--- src/pkg/svw_pkg.sv ---
// Purpose: Shared constants for the supervisor watchdog and takeover core.
// Assumes: One system clock at 200 MHz; the noise, period and hold times are converted to cycles.
// Notes: Times stay in their own units; cycle counts are derived from them.
package svw_pkg;

  // System clock period in picoseconds (200 MHz).
  localparam int unsigned CLK_PERIOD_PS = 5000;

  // Kick pulses narrower than this are noise, wider ones are kicks.
  localparam int unsigned KICK_NOISE_NS = 1000;
  localparam int unsigned KICK_VALID_NS = 6500;

  // A level must hold for the noise time, rounded up to whole cycles.
  localparam int unsigned KICK_FILT_CYC =
    (KICK_NOISE_NS * 1000 + CLK_PERIOD_PS - 1) / CLK_PERIOD_PS;

  // Default watchdog timeout period and reset hold time, in nanoseconds.
  localparam longint unsigned WD_PERIOD_NS = 64'd12000000;
  localparam longint unsigned RESET_HOLD_NS = 64'd12000000;

  // Longest times round down to whole cycles.
  localparam longint unsigned WD_PERIOD_CYC =
    (WD_PERIOD_NS * 64'd1000) / CLK_PERIOD_PS;
  localparam longint unsigned RESET_HOLD_CYC =
    (RESET_HOLD_NS * 64'd1000) / CLK_PERIOD_PS;

  // Closed window sizes, as a percentage of the timeout period.
  localparam int unsigned WIN_PCT_HALF = 50;
  localparam int unsigned WIN_PCT_THREE_QUARTER = 75;
  localparam int unsigned PCT_FULL = 100;

  // Consecutive misses that raise takeover, and good kicks that drop it.
  localparam int unsigned TAKE_MISSES = 3;
  localparam int unsigned TAKE_GOOD_KICKS = 3;

  // Width of the watchdog and reset hold counters.
  localparam int unsigned CNT_WIDTH = 32;

  // Width of the small event counters.
  localparam int unsigned EVT_WIDTH = 2;

  // Idle level of the kick line before the first filtered value.
  localparam logic KICK_IDLE = 1'h1;

  // Takeover output states.
  typedef enum logic [0:0] {
    SVW_TK_CLEAR = 1'b0,
    SVW_TK_ASSERTED = 1'b1
  } svw_take_state_t;

  // Reset output states.
  typedef enum logic [0:0] {
    SVW_RS_RELEASED = 1'b0,
    SVW_RS_HOLD = 1'b1
  } svw_rst_state_t;

endpackage

--- src/svw_kick_filter.sv ---
// Purpose: Synchronise the kick pin, reject narrow pulses, flag falls.
// Assumes: Kick pin is asynchronous to i_clk and always driven.
// Notes: A new level is accepted only after it held for FILT_CYC cycles.
`timescale 1ns/100ps
module svw_kick_filter #(
  parameter int unsigned FILT_CYC = svw_pkg::KICK_FILT_CYC,
  parameter int unsigned FW = 16
) (
  input wire logic i_clk,
  input wire logic i_nrst,
  input wire logic i_kick,
  output logic o_fall
);

  localparam logic [FW-1:0] FILT_LAST = FW'(FILT_CYC - 1);

  typedef struct packed {
    logic s1;
    logic s2;
    logic stable;
    logic [FW-1:0] cnt;
    logic fall;
  } svw_filt_t;

  svw_filt_t st_q;
  svw_filt_t st_d;

  always_comb begin
    st_d = st_q;
    st_d.s1 = i_kick;
    st_d.s2 = st_q.s1;
    st_d.fall = 1'b0;
    // A differing level that does not last the full count is dropped.
    if (st_q.s2 != st_q.stable) begin
      if (st_q.cnt == FILT_LAST) begin
        st_d.stable = st_q.s2;
        st_d.fall = st_q.stable & ~st_q.s2;
        st_d.cnt = '0;
      end else begin
        st_d.cnt = st_q.cnt + FW'(1);
      end
    end else begin
      st_d.cnt = '0;
    end
  end

  always_ff @(posedge i_clk) begin
    if (!i_nrst) begin
      st_q <= '{s1: svw_pkg::KICK_IDLE, s2: svw_pkg::KICK_IDLE,
                stable: svw_pkg::KICK_IDLE, cnt: '0, fall: 1'b0};
    end else begin
      st_q <= st_d;
    end
  end

  assign o_fall = st_q.fall;

endmodule

--- src/svw_core.sv ---
// Purpose: Watchdog, reset hold timer and takeover flag of a supervisor.
// Assumes: Comparator results arrive as asynchronous logic levels.
// Notes: All timing is in system clock cycles; reset and takeover outputs are active low, the fault flag is active high.
`timescale 1ns/100ps
// What this block does
// Timeout mode: kick each period or reset
// Watchdog timer clears on kick or reset
// Three unkicked periods drive takeover low
// Takeover released after three good kicks
// No takeover while either level is low
// Window mode: early or late kick resets
// Window timer starts from zero after release
// Reset asserted while supervised level is low
// Reset held further hold time after recovery
// Faults give exact hold-time pulse, then release
// Disable setting suppresses all watchdog action
// Controller always drives the kick input
// Kick pulses under noise width are ignored
// Closed window is 50 or 75 percent
// Period and hold time are cycle counts
// Kick synchronised; outputs registered, reset and takeover active low
module svw_core #(
  parameter longint unsigned WD_CYCLES = svw_pkg::WD_PERIOD_CYC,
  parameter longint unsigned HOLD_CYCLES = svw_pkg::RESET_HOLD_CYC,
  parameter int unsigned WINDOW_PCT = svw_pkg::WIN_PCT_HALF,
  parameter int unsigned FILT_CYC = svw_pkg::KICK_FILT_CYC,
  parameter int unsigned CW = svw_pkg::CNT_WIDTH
) (
  input wire logic i_clk,
  input wire logic i_nrst,
  input wire logic i_watchdog_kick_in,
  input wire logic i_supervised_level_in,
  input wire logic i_gate_level_in,
  input wire logic i_window_mode,
  input wire logic i_wdog_disable,
  output logic o_reset_n,
  output logic o_takeover_n,
  output logic o_wdog_fault
);

  localparam int unsigned EW = svw_pkg::EVT_WIDTH;

  // The closed window is a fixed fraction of the period.
  localparam longint unsigned WIN_CYCLES =
    (WD_CYCLES * WINDOW_PCT) / svw_pkg::PCT_FULL;

  // Counts are compared with the value reached at their last cycle, the window count with its first open value.
  localparam logic [CW-1:0] WD_LAST = CW'(WD_CYCLES - 1);
  localparam logic [CW-1:0] HOLD_LAST = CW'(HOLD_CYCLES - 1);
  localparam logic [CW-1:0] WIN_OPEN = CW'(WIN_CYCLES);
  localparam logic [EW-1:0] MISS_LAST = EW'(svw_pkg::TAKE_MISSES - 1);
  localparam logic [EW-1:0] GOOD_LAST = EW'(svw_pkg::TAKE_GOOD_KICKS - 1);

  typedef struct packed {
    logic lvl_s1;
    logic lvl_s2;
    logic gate_s1;
    logic gate_s2;
    svw_pkg::svw_rst_state_t rst;
    logic [CW-1:0] hold_cnt;
    logic [CW-1:0] wd_cnt;
    logic [EW-1:0] miss_cnt;
    logic [EW-1:0] good_cnt;
    svw_pkg::svw_take_state_t take;
    logic fault;
  } svw_state_t;

  svw_state_t st_q;
  svw_state_t st_d;
  logic kick_fall;

  // Early kick test, used by fault and good-kick decisions.
  function automatic logic kick_is_early(input logic win,
                                         input logic [CW-1:0] cnt);
    kick_is_early = win && (cnt < WIN_OPEN);
  endfunction

  svw_kick_filter #(
    .FILT_CYC(FILT_CYC)
  ) u_kick_filter (
    .i_clk(i_clk),
    .i_nrst(i_nrst),
    .i_kick(i_watchdog_kick_in),
    .o_fall(kick_fall)
  );

  logic lvl_ok;
  logic gate_ok;
  logic wd_run;
  logic expired;
  logic early;
  logic good_kick;
  logic fault_now;

  always_comb begin
    lvl_ok = st_q.lvl_s2;
    gate_ok = st_q.gate_s2;
    // The watchdog only times while reset is released and it is enabled.
    wd_run = (st_q.rst == svw_pkg::SVW_RS_RELEASED) && !i_wdog_disable;
    expired = wd_run && !kick_fall && (st_q.wd_cnt == WD_LAST);
    early = wd_run && kick_fall &&
            kick_is_early(i_window_mode, st_q.wd_cnt);
    good_kick = wd_run && kick_fall &&
                !kick_is_early(i_window_mode, st_q.wd_cnt);
    fault_now = expired || early;
  end

  always_comb begin
    st_d = st_q;
    st_d.lvl_s1 = i_supervised_level_in;
    st_d.lvl_s2 = st_q.lvl_s1;
    st_d.gate_s1 = i_gate_level_in;
    st_d.gate_s2 = st_q.gate_s1;
    st_d.fault = fault_now;

    // Reset hold timer. A new cause restarts the hold, so the pulse after
    // the last cause is always the full hold time.
    unique case (st_q.rst)
      svw_pkg::SVW_RS_RELEASED: begin
        if (!lvl_ok || fault_now) begin
          st_d.rst = svw_pkg::SVW_RS_HOLD;
          st_d.hold_cnt = '0;
        end
      end
      svw_pkg::SVW_RS_HOLD: begin
        if (!lvl_ok) begin
          st_d.hold_cnt = '0;
        end else if (st_q.hold_cnt == HOLD_LAST) begin
          st_d.rst = svw_pkg::SVW_RS_RELEASED;
          st_d.hold_cnt = '0;
        end else begin
          st_d.hold_cnt = st_q.hold_cnt + CW'(1);
        end
      end
    endcase

    // Watchdog timer. Holding it at zero during reset also means that in
    // window mode timing starts from zero at release.
    if (!wd_run || kick_fall || expired) begin
      st_d.wd_cnt = '0;
    end else begin
      st_d.wd_cnt = st_q.wd_cnt + CW'(1);
    end

    // Consecutive unkicked periods; any kick breaks the run.
    if (i_wdog_disable || kick_fall) begin
      st_d.miss_cnt = '0;
    end else if (expired && st_q.miss_cnt != MISS_LAST) begin
      st_d.miss_cnt = st_q.miss_cnt + EW'(1);
    end

    unique case (st_q.take)
      svw_pkg::SVW_TK_CLEAR: begin
        st_d.good_cnt = '0;
        if (expired && st_q.miss_cnt == MISS_LAST &&
            lvl_ok && gate_ok) begin
          st_d.take = svw_pkg::SVW_TK_ASSERTED;
        end
      end
      svw_pkg::SVW_TK_ASSERTED: begin
        if (fault_now) begin
          st_d.good_cnt = '0;
        end else if (good_kick) begin
          if (st_q.good_cnt == GOOD_LAST) begin
            st_d.take = svw_pkg::SVW_TK_CLEAR;
            st_d.good_cnt = '0;
            st_d.miss_cnt = '0;
          end else begin
            st_d.good_cnt = st_q.good_cnt + EW'(1);
          end
        end
      end
    endcase

    // A low level or a disabled watchdog drops takeover at once; the
    // output then cannot be low while either level reports low.
    if (!lvl_ok || !gate_ok || i_wdog_disable) begin
      st_d.take = svw_pkg::SVW_TK_CLEAR;
      st_d.good_cnt = '0;
    end
  end

  // A reset lands in the hold state so the reset output is low at once.
  always_ff @(posedge i_clk) begin
    if (!i_nrst) begin
      st_q <= '{lvl_s1: 1'b0, lvl_s2: 1'b0, gate_s1: 1'b0, gate_s2: 1'b0,
                rst: svw_pkg::SVW_RS_HOLD, hold_cnt: '0, wd_cnt: '0,
                miss_cnt: '0, good_cnt: '0,
                take: svw_pkg::SVW_TK_CLEAR, fault: 1'b0};
    end else begin
      st_q <= st_d;
    end
  end

  assign o_reset_n = (st_q.rst == svw_pkg::SVW_RS_RELEASED);
  assign o_takeover_n = (st_q.take == svw_pkg::SVW_TK_CLEAR);
  assign o_wdog_fault = st_q.fault;

endmodule

--- config.mk ---
export PLATFORM = sky130hd
export DESIGN_NAME = svw_core
export DESIGN_NICKNAME = d
export VERILOG_FILES = /design/src/pkg/svw_pkg.sv /design/src/svw_kick_filter.sv /design/src/svw_core.sv
export SDC_FILE = /design/constraint.sdc
export NUM_CORES = 1
export LEC_CHECK = 0
export ABC_AREA = 1
export BUFFER_PORTS_ARGS = -buffer_cell sky130_fd_sc_hd__buf_2
export CORE_UTILIZATION = 50
export CTS_CLUSTER_SIZE = 24
export DETAILED_ROUTE_END_ITERATION = 8
export PLACE_DENSITY = 0.66
export SYNTH_ARGS = -nofsm -noshare
export SYNTH_HDL_FRONTEND = slang
export SYNTH_SLANG_ARGS = --single-unit
--- constraint.sdc ---
create_clock -name i_clk -period 1.9 [get_ports i_clk]
set_input_delay 0.38 -clock i_clk [delete_from_list [all_inputs] [get_ports i_clk]]
set_output_delay 0.38 -clock i_clk [all_outputs]
set_load 0.01 [all_outputs]
==> impl_metrics.csv <==
group,metric,value,unit
synth,synth_fa_ha_area_frac,0.01132,
synth,synth-xor-area-share,0.03327,
setup_path,critPathBufInv,1,
global_routing,grt_start_max_net_pins,36,
synth,synthSimpleGateAreaFrac,0.4475,
setup_path,critPathLaunchType,"flip-flop",
sta,worst_slew_pin_slew,0.4550,ns
clock_tree,clock_path_buffers,2,
synth,synth_nets,870,
power_and_ir_drop,powerDensity,534.8,nW/um^2
global_routing,grtUsageTotal,0.2627,
sta,hold_violations,0,
hold_path,min_to,"st_d[71]$_SDFF_PN0_",
final_layout,postLayoutCoreUtil,0.5757,
synth,ys_ff_latch,95,
routing,routed_via_density,5.602,
clock_tree,cts_hold_buf,0,
job,drv_cap,0,
global_routing,grt.overflow.total,0,
synth,synth.area.top_cells,"dfxtp_1, nand2_1, nor2_1",
synth,seq_area_frac_synth,0.3440,
setup_path,end_kind,"flip-flop",
clock_tree,insertion_delay,0.39,ns
final_layout,area_growth,12.40,%
floorplanning,io_pins,10,
routing,drtAntennaViolNets,0,
synth,muxShareOfSynthArea,0,
routing,via_count,5776,
final_layout,diodes,0,
sta,setup_viol,0,
clock_tree,cts.sinks,95,
final_layout,layout-drive-gt1-share,0.1167,
floorplanning,die_width,107.1,um
power_and_ir_drop,irDropWorstVdd,562.6,uV
placement,dpl_cell_area,5876,um^2
floorplanning,row_count,38,
global_routing,grt_pass1_vias,4952,
sta,min_period,1.847,ns
placement,port_buffers,9,
synth,yosys_warnings,0,
sta,fmax,541.5,MHz
synth,synth_edf_count,0,
sta,fin_crit_sh,0.9720,
setup_path,crit_family,"simple AND/OR/NAND/NOR gates",
routing,drc,0,
clock_tree,cts_root_buf,"clkbuf_8",
synth,synth_top_family_by_area,"simple AND/OR/NAND/NOR gates",
clock_tree,cts_tree,"yes",
synth,async_reset_ff_frac,0,
placement,dp_hpwl,10500,um
setup_path,critPathMaxStageDelay,0.42,ns
setup_path,crit_type,"flip-flop to flip-flop",
synth,synth_top_area_frac,0.3440,
synth,synth-main-ff-cell,"dfxtp_1",
floorplanning,start_util,0.5122,
synth,synth_area,5528,um^2
routing,dr.pass1.iters,6,
setup_path,critPathArrivalTime,2.16,ns
synth,syn_inst,858,
setup_path,r2r_start,"st_q[20]$_SDFF_PP0_",
clock_tree,numCtsBuffers,9,
setup_path,slowest_stage,"dfxtp_1",
sta,setup_ws,0.05312,ns
global_routing,antenna_found_initial,0,
synth,synth.top_cells.by_count,"nand2_1, nor2_1, dfxtp_1",
synth,yosysMostFrequentCell,"nand2_1",
floorplanning,die_y,107.1,um
clock_tree,clk_pin_slew_worst_paths,0.09,ns
floorplanning,coreArea,10790,um^2
floorplanning,die_area,11480,um^2
synth,synth_compound_area_frac,0.07515,
setup_path,reg2reg_depth,6,
routing,drt-initial-drc-count,585,
routing,detail_route.wl_per_cell,14.80,um
final_layout,final_cell_area,6213,um^2
sta,rsz0062_at_grt,"true",
setup_path,cp_cell_sequence,"inv_1 > nor3_1 > nor3b_4 > nand2_1 > or2_0 > a21oi_1",
sta,drv_slew,0,
power_and_ir_drop,p_leak,0.002205,uW
setup_path,regToRegEndpoint,"st_q[37]$_SDFF_PP0_",
setup_path,r2r_slack,0.05,ns
hold_path,hold_path.class,"primary input to flip-flop",
outcome,outcome,"finished clean",
synth,synth.avg_cell_area,6.443,um^2
setup_path,critPathMaxFanout,5,
sta,fin_skew,0.02309,ns
hold_path,hp-start,"i_gate_level_in",
hold_path,holdPathStages,3,
placement,place.gp.congestion,0.9577,
sta,relSlewSlack,0.6959,
global_routing,grt_first_pass_wirelength,23690,um
synth,yosysUniqueCellTypes,36,
routing,routed_wl,15260,um
setup_path,cp.required,2.22,ns
placement,pre_cts_slack,0.08885,ns
final_layout,nNetsFinal,898,
clock_tree,htreeDepth,3,
synth,synth_top_area_cell,"dfxtp_1",
-- kinds of logic (layout without fill, tap and decap cells) --
| group | after synthesis | after routing |
|---|---|---|
| AOI/OAI and AO/OA | 81 | 81 |
| buffers and inverters | 122 | 155 |
| and+or+nand+nor | 534 | 534 |
| DFF | 95 | 95 |
| adders and majority gates | 5 | 5 |
| xor gates and xnor gates | 21 | 21 |
-- power by group --
part | internal [uW] | switching [uW] | leakage [uW]
Clock | 515 | 751 | 0.0000788
Sequential | 2000 | 3.68 | 0.000768
Combinational | 15.2 | 41.3 | 0.00136
Total | 2530 | 796 | 0.00220
-- placed cells by master, fill, tap and decap left out, drive strengths merged --
master,n
nand3,66
nor2,147
dfxtp,95
xor2,11
o211ai,1
nor3,30
clkbuf,15
clkinv,2
or2,15
xnor2,10
o21a,1
clkinvlp,5
nand2,188
nand3b,2
a31oi,2
or3,1
o21ai,14
a21o,1
a21oi,62
inv,92
ha,5
nor3b,7
buf,41
nand4,76
nor4,2
-- state kept, by name (all words and copies together) (netlist names) --
signal and count:
u_kick_filter.st_q 18, u_kick_filter.st_d 1, gate_ok 1, u_kick_filter.o_fall 1, o_wdog_fault 1, st_d 2
st_q 70, lvl_ok 1
-- layout make-up --
type                       instances  area (um^2)
sequential                        95         1906
fill                            1039         4579
timing repair buffer              44        397.9
inverter                          94        356.6
timing repair inverter             1        5.005
clock buffer                      12        145.1
clock inverter                     4        31.28
multi-input combinational        641         3197
tap                              140        175.2
-- worst reg2reg max path, cell delays in order (launching register included) --
cell and delay [ns]:
dfxtp_1 0.42, inv_1 0.12, nor3_1 0.40, nor3b_4 0.38, nand2_1 0.12, or2_0 0.21, a21oi_1 0.12
-- metal layers --
metal,GRT usage,vias to the layer above,part of all wire
li1,-,2888,-
met1,0.3872,2648,0.47
met2,0.3793,226,0.44
met3,0.04742,14,0.081
met4,0.09295,0,0.013
met5,0,-,0
-- timing repair --
action | CTS | global route
setup buffers | 0 | 2
resized for setup | 0 | 20
hold endpoints to repair | 0 | 0
setup endpoints to repair | 0 | 21
-- through the flow --
step	setup TNS (ns)	total power [uW]	hold WS (ns)	cells
after floorplan	0	2082	0.3905	858
after global placement	0	2100	0.3999	1009
after detailed placement	0	2102	0.4077	1009
after CTS	0	3351	0.1597	1025
after global routing	-0.04013	3446	0.1568	1031
final	0	3323	0.1772	1031
-- worst max-delay path by stage --
stage                     slack (ns)  cells after the start                  start                     to
after global routing           -0.02                      6    st_q[20]$_SDFF_PP0_    st_q[37]$_SDFF_PP0_
after detailed placement        0.09                      7     st_q[8]$_SDFF_PP0_    st_q[37]$_SDFF_PP0_
after CTS                       0.09                      7     st_q[8]$_SDFF_PP0_    st_q[37]$_SDFF_PP0_
after floorplan                 0.18                     10  st_q[38]$_SDFFE_PN0P_  st_q[47]$_SDFFE_PN0P_
final                           0.05                      6    st_q[20]$_SDFF_PP0_    st_q[37]$_SDFF_PP0_
after global placement          0.17                      7     st_q[8]$_SDFF_PP0_    st_q[37]$_SDFF_PP0_
Power figures use the tool's default switching activity.
